`config.mk`:
```
export PLATFORM = sky130hd
export DESIGN_NAME = sarseq_top
export DESIGN_NICKNAME = d
export VERILOG_FILES = /design/src/sarseq_pkg.sv /design/src/sarseq_top.sv
export SDC_FILE = /design/constraint.sdc
export NUM_CORES = 1
export LEC_CHECK = 0
export ABC_AREA = 1
export BUFFER_PORTS_ARGS = -buffer_cell sky130_fd_sc_hd__buf_2
export CAP_MARGIN = 10
export CORE_UTILIZATION = 45
export CTS_CLUSTER_SIZE = 20
export DETAILED_ROUTE_END_ITERATION = 8
export GPL_ROUTABILITY_DRIVEN = 0
export PLACE_DENSITY_LB_ADDON = 0.05
export SYNTH_ARGS = -nofsm -noshare
export SYNTH_HDL_FRONTEND = slang
export SYNTH_SLANG_ARGS = --single-unit
```
`constraint.sdc`:
```
create_clock -name core_clk -period 1.8 [get_ports core_clk]
set_input_delay 0.27 -clock core_clk [delete_from_list [all_inputs] [get_ports core_clk]]
set_output_delay 0.27 -clock core_clk [all_outputs]
set_load 0.03 [all_outputs]
```
`src/sarseq_pkg.sv`:
```
// Package for the eight-channel 8-bit SAR converter sequencer.
// Assumes an APB slave with 32-bit data and one aligned word per register.
package sarseq_pkg;
    // ------------------------------------------------------------
    // Register byte offsets
    // ------------------------------------------------------------
    localparam logic [7:0] SARSEQ_MODE_OFS = 8'h00; // Mode register
    localparam logic [7:0] SARSEQ_CHAN_OFS = 8'h04; // Channel select register
    localparam logic [7:0] SARSEQ_RSLT_OFS = 8'h08; // Conversion result register
    localparam logic [7:0] SARSEQ_STAT_OFS = 8'h0C; // Sequencer status register
    // ------------------------------------------------------------
    // Mode register fields
    // ------------------------------------------------------------
    localparam int SARSEQ_ENABLE_BIT = 7;    // Conversion enable
    localparam int SARSEQ_HWTRIG_BIT = 6;    // Hardware trigger select
    localparam int SARSEQ_TSEL_HI = 5;       // Conversion time select, top bit
    localparam int SARSEQ_TSEL_LO = 3;       // Conversion time select, low bit
    localparam int SARSEQ_EDGE_HI = 2;       // Trigger edge select, high bit
    localparam int SARSEQ_EDGE_LO = 1;       // Trigger edge select, low bit
    localparam int SARSEQ_CHAN_W = 3;        // Channel code width
    // ------------------------------------------------------------
    // Reset values
    // ------------------------------------------------------------
    localparam logic [7:0] SARSEQ_MODE_RST = 8'h00;
    localparam logic [7:0] SARSEQ_CHAN_RST = 8'h00;
    localparam logic [7:0] SARSEQ_RSLT_RST = 8'h00;
    // ------------------------------------------------------------
    // Timing counts in main clock cycles per time select code
    // ------------------------------------------------------------
    localparam logic [7:0] SARSEQ_CONV_144 = 8'd144;
    localparam logic [7:0] SARSEQ_CONV_120 = 8'd120;
    localparam logic [7:0] SARSEQ_CONV_96 = 8'd96;
    localparam logic [7:0] SARSEQ_CONV_72 = 8'd72;
    localparam logic [7:0] SARSEQ_CONV_60 = 8'd60;
    localparam logic [7:0] SARSEQ_CONV_48 = 8'd48;
    localparam logic [7:0] SARSEQ_SAMP_20 = 8'd20;
    localparam logic [7:0] SARSEQ_SAMP_16 = 8'd16;
    localparam logic [7:0] SARSEQ_SAMP_12 = 8'd12;
    localparam logic [7:0] SARSEQ_SAMP_10 = 8'd10;
    localparam logic [7:0] SARSEQ_SAMP_8 = 8'd8;
    localparam logic [7:0] SARSEQ_SAMP_6 = 8'd6;
    localparam logic [7:0] SARSEQ_NBITS = 8'd8;
    // ------------------------------------------------------------
    // Sequencer states
    // ------------------------------------------------------------
    typedef enum logic [1:0] {
        SARSEQ_IDLE,
        SARSEQ_WAIT_TRIG,
        SARSEQ_SAMPLE,
        SARSEQ_APPROX
    } sarseq_state_t;
endpackage

```
`src/sarseq_top.sv`:
```
// Sequencer for an eight-channel 8-bit successive-approximation converter.
// Assumes an APB master on core_clk and an analog front end that answers the
// tap code with one comparator bit; the trigger and comparator are asynchronous.
// Function
// - Result is rounded input over reference times 256
// - Only the selected one of eight channels converts
// - Hardware mode waits then starts on trigger edge
// - Hardware mode: store, interrupt, wait fresh edge
// - Hardware mode channel write aborts, waits trigger
// - Hardware mode channel write in standby: no start
// - Hardware mode enable rewrite discards, waits trigger
// - Clearing enable halts conversion at once
// - Software mode starts without any trigger
// - Software mode stores, interrupts, restarts continuously
// - Software mode channel write restarts new channel
// - Software mode enable rewrite restarts immediately
// - Result read beats simultaneous result write
// - Trigger edges ignored during conversion and write
// - Register write beats result write, no interrupt
// - Standby or disable stops converter and string
// - Resolution eight bits, step is 1/256
// - Conversion interval includes the sampling phase
// - Edge select: none, fall, rise, both
// - Bits decided from 7 down to 0
// - Time select gives 144/20 down to 48/6
// - Channel register three bits, upper zero, reset 0
`timescale 1ns/10ps
module sarseq_top (
    input wire logic core_clk,
    input wire logic sys_rst,
    input wire logic psel,
    input wire logic penable,
    input wire logic pwrite,
    input wire logic [7:0] paddr,
    input wire logic [31:0] pwdata,
    output logic [31:0] prdata,
    output logic pready,
    output logic pslverr,
    input wire logic ext_trigger_in,
    input wire logic comparator_in,
    input wire logic standby_in,
    output logic [2:0] channel_sel_out,
    output logic sample_hold_out,
    output logic [7:0] tap_code_out,
    output logic string_power_out,
    output logic conversion_done_irq
);
    import sarseq_pkg::*;

    // ----------
    // Registers and state
    // ----------
    // Plain flip-flops, synchronous reset only
    logic [7:0] converter_mode_reg; // Enable, trigger select, time, edge
    logic [7:0] channel_select_reg; // Channel code in low three bits
    logic [7:0] conversion_result_reg; // Last stored result
    logic [7:0] sar_reg; // Approximation in progress
    logic [7:0] count_reg; // Cycles left in current phase
    logic [2:0] bit_reg; // Bit under decision
    logic pend_reg; // Finished result held back by a read
    logic [7:0] pend_val_reg; // Value held back
    sarseq_state_t state_reg;
    logic [2:0] trig_sync_reg; // Two sync stages plus last value
    logic [1:0] comp_sync_reg; // Comparator synchroniser
    logic [1:0] stby_sync_reg; // Standby request synchroniser

    // ----------
    // Bus decode
    // ----------
    // Writes land at the access edge
    logic acc; // Access phase completes this cycle
    logic wr_mode; // Mode register written
    logic wr_chan; // Channel register written
    logic rd_rslt; // Result register read
    logic mapped; // Address hits a register
    assign acc = psel && penable && pready;
    assign mapped = (paddr == SARSEQ_MODE_OFS) || (paddr == SARSEQ_CHAN_OFS) ||
                    (paddr == SARSEQ_RSLT_OFS) || (paddr == SARSEQ_STAT_OFS);
    assign wr_mode = acc && pwrite && (paddr == SARSEQ_MODE_OFS);
    assign wr_chan = acc && pwrite && (paddr == SARSEQ_CHAN_OFS);
    assign rd_rslt = acc && !pwrite && (paddr == SARSEQ_RSLT_OFS);

    // ----------
    // Input synchronisers and edge detect
    // ----------
    // Pins are asynchronous to core_clk
    // Only the second stage, and the trigger's last value, is looked at by logic
    always_ff @(posedge core_clk) begin
        if (sys_rst) begin
            trig_sync_reg <= 3'h0;
            comp_sync_reg <= 2'h0;
            stby_sync_reg <= 2'h0;
        end else begin
            trig_sync_reg <= {trig_sync_reg[1], trig_sync_reg[0], ext_trigger_in};
            comp_sync_reg <= {comp_sync_reg[0], comparator_in};
            stby_sync_reg <= {stby_sync_reg[0], standby_in};
        end
    end

    logic trig_rise; // Rising edge seen on synchronised trigger
    logic trig_fall; // Falling edge seen on synchronised trigger
    logic trig_hit; // Edge of the selected kind
    logic standby; // Synchronised standby
    assign trig_rise = trig_sync_reg[1] && !trig_sync_reg[2];
    assign trig_fall = !trig_sync_reg[1] && trig_sync_reg[2];
    assign standby = stby_sync_reg[1];
    always_comb begin
        // Edge select decode: 00 none, 01 fall, 10 rise, 11 both
        case (converter_mode_reg[SARSEQ_EDGE_HI:SARSEQ_EDGE_LO])
            2'b01: trig_hit = trig_fall;
            2'b10: trig_hit = trig_rise;
            2'b11: trig_hit = trig_rise || trig_fall;
            default: trig_hit = 1'b0;
        endcase
    end

    // ----------
    // Conversion timing from the time select field
    // ----------
    // Lengths in core_clk cycles
    logic [7:0] conv_len; // Total cycles, sampling included
    logic [7:0] samp_len; // Sampling cycles
    logic [7:0] step_len; // Cycles per approximation step
    always_comb begin
        // Prohibited codes fall back to the slowest setting
        case (converter_mode_reg[SARSEQ_TSEL_HI:SARSEQ_TSEL_LO])
            3'b001: begin
                conv_len = SARSEQ_CONV_120;
                samp_len = SARSEQ_SAMP_16;
            end
            3'b010: begin
                conv_len = SARSEQ_CONV_96;
                samp_len = SARSEQ_SAMP_12;
            end
            3'b100: begin
                conv_len = SARSEQ_CONV_72;
                samp_len = SARSEQ_SAMP_10;
            end
            3'b101: begin
                conv_len = SARSEQ_CONV_60;
                samp_len = SARSEQ_SAMP_8;
            end
            3'b110: begin
                conv_len = SARSEQ_CONV_48;
                samp_len = SARSEQ_SAMP_6;
            end
            default: begin
                conv_len = SARSEQ_CONV_144;
                samp_len = SARSEQ_SAMP_20;
            end
        endcase
        // Remainder split over eight steps, truncated; only the 120-cycle code divides exactly
        step_len = 8'((conv_len - samp_len) >> 3);
    end

    // ----------
    // Control decisions
    // ----------
    // Mode writes act in their own cycle
    logic enable; // Enable bit after any write this cycle
    logic hw_mode; // Hardware trigger selected
    logic busy; // Sampling or approximating
    logic restart; // Write that aborts the running conversion
    logic finish; // Last step ends this cycle
    logic [7:0] final_code; // Code with last bit decided
    logic store; // Result write really happens
    assign enable = wr_mode ? pwdata[SARSEQ_ENABLE_BIT] : converter_mode_reg[SARSEQ_ENABLE_BIT];
    assign hw_mode = wr_mode ? pwdata[SARSEQ_HWTRIG_BIT] : converter_mode_reg[SARSEQ_HWTRIG_BIT];
    assign busy = (state_reg == SARSEQ_SAMPLE) || (state_reg == SARSEQ_APPROX);
    // Any channel write or rewrite of the enable bit restarts
    assign restart = wr_chan || wr_mode;
    assign finish = (state_reg == SARSEQ_APPROX) && (count_reg == 8'h01) && (bit_reg == 3'h0);
    // Bit kept when input is at or above the tap
    assign final_code = comp_sync_reg[1] ? sar_reg : (sar_reg & 8'hFE);
    // Register writes pre-empt the result write and its pulse
    assign store = finish && !restart && !standby && enable;

    // ----------
    // Sequencer state machine
    // ----------
    // Each phase counts down to one
    // Disable and standby beat all else
    always_ff @(posedge core_clk) begin
        if (sys_rst) begin
            state_reg <= SARSEQ_IDLE;
            sar_reg <= 8'h00;
            count_reg <= 8'h00;
            bit_reg <= 3'h0;
        end else if (standby || !enable) begin
            // Stops at once, string unpowered
            state_reg <= SARSEQ_IDLE;
            sar_reg <= 8'h00;
        end else if (restart || state_reg == SARSEQ_IDLE) begin
            // Fresh start: hardware mode waits for an edge
            if (hw_mode) begin
                state_reg <= SARSEQ_WAIT_TRIG;
            end else begin
                state_reg <= SARSEQ_SAMPLE;
                count_reg <= samp_len;
            end
        end else begin
            case (state_reg)
                SARSEQ_WAIT_TRIG: begin
                    // Edges only count here, never while busy
                    if (trig_hit) begin
                        state_reg <= SARSEQ_SAMPLE;
                        count_reg <= samp_len;
                    end
                end
                SARSEQ_SAMPLE: begin
                    if (count_reg == 8'h01) begin
                        // Trial with top bit set
                        state_reg <= SARSEQ_APPROX;
                        sar_reg <= 8'h80;
                        bit_reg <= 3'h7;
                        count_reg <= step_len;
                    end else begin
                        count_reg <= count_reg - 8'h01;
                    end
                end
                SARSEQ_APPROX: begin
                    if (count_reg != 8'h01) begin
                        count_reg <= count_reg - 8'h01;
                    end else if (bit_reg != 3'h0) begin
                        // Decide this bit, then try the next lower one
                        sar_reg <= (comp_sync_reg[1] ? sar_reg : (sar_reg & ~(8'h01 << bit_reg)))
                                   | (8'h01 << (bit_reg - 3'h1));
                        bit_reg <= bit_reg - 3'h1;
                        count_reg <= step_len;
                    end else if (hw_mode) begin
                        // One shot per edge
                        state_reg <= SARSEQ_WAIT_TRIG;
                    end else begin
                        // Repeat at once
                        state_reg <= SARSEQ_SAMPLE;
                        count_reg <= samp_len;
                    end
                end
                default: state_reg <= SARSEQ_IDLE;
            endcase
        end
    end

    // ----------
    // Mode and channel registers
    // ----------
    // Software writes only
    always_ff @(posedge core_clk) begin
        if (sys_rst) begin
            converter_mode_reg <= SARSEQ_MODE_RST;
            channel_select_reg <= SARSEQ_CHAN_RST;
        end else begin
            if (wr_mode) begin
                converter_mode_reg <= pwdata[7:0];
            end
            if (wr_chan) begin
                // Upper bits always zero
                channel_select_reg <= {5'h00, pwdata[SARSEQ_CHAN_W-1:0]};
            end
        end
    end

    // ----------
    // Result register with read priority
    // ----------
    // Pulse and write share one edge
    // Held value waits one cycle at most
    // A read in the store cycle returns the old value; the new one lands next cycle
    always_ff @(posedge core_clk) begin
        if (sys_rst) begin
            conversion_result_reg <= SARSEQ_RSLT_RST;
            pend_reg <= 1'b0;
            pend_val_reg <= 8'h00;
            conversion_done_irq <= 1'b0;
        end else begin
            conversion_done_irq <= 1'b0;
            if (store && rd_rslt) begin
                pend_reg <= 1'b1;
                pend_val_reg <= final_code;
            end else if (store) begin
                conversion_result_reg <= final_code;
                conversion_done_irq <= 1'b1;
            end else if (pend_reg) begin
                conversion_result_reg <= pend_val_reg;
                conversion_done_irq <= 1'b1;
                pend_reg <= 1'b0;
            end
        end
    end

    // ----------
    // APB slave: zero wait states, error on unmapped address
    // ----------
    // Read data captured in setup
    always_ff @(posedge core_clk) begin
        if (sys_rst) begin
            pready <= 1'b0;
            pslverr <= 1'b0;
            prdata <= 32'h0000_0000;
        end else begin
            // Ready is raised in setup so the access phase lasts one cycle
            pready <= psel && !penable;
            pslverr <= psel && !penable && !mapped;
            prdata <= 32'h0000_0000;
            if (psel && !penable && !pwrite) begin
                case (paddr)
                    SARSEQ_MODE_OFS: prdata <= {24'h000000, converter_mode_reg};
                    SARSEQ_CHAN_OFS: prdata <= {24'h000000, channel_select_reg};
                    SARSEQ_RSLT_OFS: prdata <= {24'h000000, conversion_result_reg};
                    SARSEQ_STAT_OFS: prdata <= {28'h0000000, pend_reg, busy, 2'(state_reg)};
                    default: prdata <= 32'h0000_0000;
                endcase
            end
        end
    end

    // ----------
    // Analog front end drive
    // ----------
    // Registered for a clean analog edge
    always_ff @(posedge core_clk) begin
        if (sys_rst) begin
            channel_sel_out <= 3'h0;
            sample_hold_out <= 1'b0;
            tap_code_out <= 8'h00;
            string_power_out <= 1'b0;
        end else begin
            channel_sel_out <= channel_select_reg[SARSEQ_CHAN_W-1:0];
            sample_hold_out <= (state_reg == SARSEQ_SAMPLE);
            tap_code_out <= sar_reg;
            string_power_out <= converter_mode_reg[SARSEQ_ENABLE_BIT] && !standby;
        end
    end
endmodule // sarseq_top

```
==> results.cfg <==
[logic_synthesis]
synthCells = 617
synth-compound-area-share_pct = 15.19
synth_area_mm2 = 0.004293
ys_seq_area_share_pct = 37.31
yosysUniqueCellTypes = 41
yosys.area_share.xor_xnor_pct = 0.4080
syn_area_per_cell_um2 = 6.958
ys.flop_type = dfxtp_1
ys_async_sr_fraction_pct = 0
synthMuxAreaShare_pct = 0
ys_seq_elements = 80
synth_top_family_by_area = simple AND/OR/NAND/NOR gates
yosys.area_share.simple_pct = 28.10
synth-edff-count = 0
ys_warn_count = 0
synth_fa_ha_area_share_pct = 4.372

[die]
core_mm2 = 0.009240
die_area_mm2 = 0.009934
ios = 96
die_h_um = 99.67
rows = 35
die_x_um = 99.67
initial_utilization_pct = 46.46

[clocking]
cts.clk_slew.worst_paths_ns = 0.09
cts_hold_buf = 0
worstSkewPairLatency_ns = 0.36
clk_path_buf_depth = 2
cts_num_sinks = 80
cts_tree = done
root_buffer = clkbuf_8
htreeDepth = 3
cts_buffers = 9

[timing]
worst_pin_slew_ns = 0.6851
fin_skew_ns = 0.01006
slew_viol_final = 0
rsz0062_at_grt = yes
tns_ns = -0.01477
max_freq_ghz = 0.5532
final-hold-violation-count = 0
worst_slack_ns = -0.007570
fin_crit_sh_pct = 100.4
layout_min_cycle_time_ns = 1.808
setup_violations = 2
relSlewSlack_pct = 53.90

[detailed_routing]
drtIter0Drc = 155
top_layer = met4
wl_met2_um = 5539
routed_wl_um = 11580
viasPerCell = 4.837
via_count = 4266
first_pass_iters = 5
wl_met1_um = 5384
drcViolationCount = 0
ant_nets = 0
wl_per_cell_um = 13.13
met3_length_um = 400

[critical_path]
end_kind = flop
arrival_ns = 2.10
worstSetupPathType = flop to flop
critPathMaxFanout = 5
start_kind = flop
cp.required_ns = 2.10

[layout]
final_common_cell = nand2_1
antenna_cells = 0
drive_above_1_share_pct = 32.93
design_area_mm2 = 0.005761
synthToLayoutAreaGrowth_pct = 34.19
fillers = 874
nets = 811
final_util_pct = 62.34
final_cell_mix = nand2_1 (101), inv_1 (79), buf_4 (79), nor2_1 (76), dfxtp_1 (70)

[global_routing]
grt_pass1_vias = 4073
grt_antenna_before_repair = 0
grt_pass1_wl_um = 19220
grt_usage_pct = 24.58
grt_overflow_total = 0
grt_max_degree = 34

[power]
p_total_mw = 3.379
p_leak_nw = 2.705
power_density_mw_per_mm2 = 586.6
ir_drop_mv = 0.4126

[placed_design]
preCtsSetupSlack_ns = -0.1520
dpl.hpwl_um = 8322
placed_cell_area_mm2 = 0.005094
io_buffers = 47

[run_status]
status = finished with violations
violations = setup timing

[min_path]
min_path_type = input pin to flop

[job]
cap_violations = 0
## cell families (layout without fill, tap and decap cells)
group / Yosys count / after routing
and+or+nand+nor: 263 / 263
buffers and inverters: 137 / 250
AOI/OAI and AO/OA: 119 / 119
DFF: 80 / 80
adders and majority gates: 15 / 15
xor gates and xnor gates: 2 / 2
other: 1 / 24
## cell usage after synthesis, types with 5 or more instances
| cell | number | area [um^2] |
|---|---|---|
| buf_2 | 7 | 35.03 |
| nand2_1 | 111 | 416.7 |
| nor2_1 | 83 | 311.6 |
| nor2_4 | 5 | 56.30 |
| o22ai_1 | 9 | 56.30 |
| ha_1 | 15 | 187.7 |
| a21oi_1 | 37 | 185.2 |
| inv_2 | 7 | 26.28 |
| dfxtp_1 | 80 | 1602 |
| buf_4 | 25 | 187.7 |
| a31oi_1 | 7 | 43.79 |
| inv_1 | 90 | 337.8 |
| o21ai_0 | 48 | 240.2 |
| nand3_1 | 34 | 170.2 |
| o21ai_1 | 8 | 40.04 |
## power by group
group	total (mW)	switching (mW)	internal, mW
sequential	1.78	0.00531	1.77
clock	1.41	0.748	0.664
combinational	0.188	0.141	0.0472
total	3.38	0.894	2.49
## area by class of cell
type                    count  area, um^2  share of cell area (%)
clock buffers              10       127.6                   2.215
multi-input cells         423        2422                   42.05
flip-flops and latches     80        1619                   28.11
clock inverters             6       75.07                   1.303
inverters                  97       366.6                   6.364
well taps                 129       161.4                   2.802
repair buffers            137       988.4                   17.16
## routing by layer
layer / track usage, % / up-vias
met3: 4.006 / 17
met2: 40.64 / 103
met1: 32.15 / 1959
met4: 9.163 / 0
met5: 0 / -
li1: - / 2187
## path summary, 6_finish.rpt
| check | from | end | slack (ns) | depth (start not counted) |
|---|---|---|---|---|
| setup / recovery | trig_sync_reg[1]$_SDFF_PP0_ | count_reg[6]$_SDFFE_PP0P_ | -0.008 | 13 |
| hold reg to reg | trig_sync_reg[0]$_SDFF_PP0_ | trig_sync_reg[1]$_SDFF_PP0_ | 0.40 | 2 |
| setup reg to reg | trig_sync_reg[1]$_SDFF_PP0_ | count_reg[6]$_SDFFE_PP0P_ | -0.008 | 13 |
| hold / removal | comparator_in | comp_sync_reg[0]$_SDFF_PP0_ | 0.11 | 3 |
## critical path, cell delays in order (launching register included)
cell and delay (ns):
dfxtp_2 0.34, inv_2 0.05, ha_4 0.20, nand3_2 0.07
o21ai_2 0.05, or2_4 0.25, nand2_4 0.07, a21oi_2 0.05
nor2_2 0.16, buf_6 0.16, inv_2 0.05, o21ai_2 0.10
nand2_1 0.06, nor2_1 0.11
## per-stage QoR
stage               hold WS, ns  std cells
detailed placement       0.4006        846
global placement         0.3925        846
global route             0.1205        882
CTS                     0.09158        876
finish                   0.1080        882
floorplan                0.3770        640
## timing repair
item,in CTS,in global routing
cloned,2,1
endpoints found under the hold margin,0,0
gates resized for setup,40,55
pin swaps,19,12
buffers inserted,13,5
setup endpoints to repair,26,36
No activity file was read; power rests on OpenSTA's default activity.
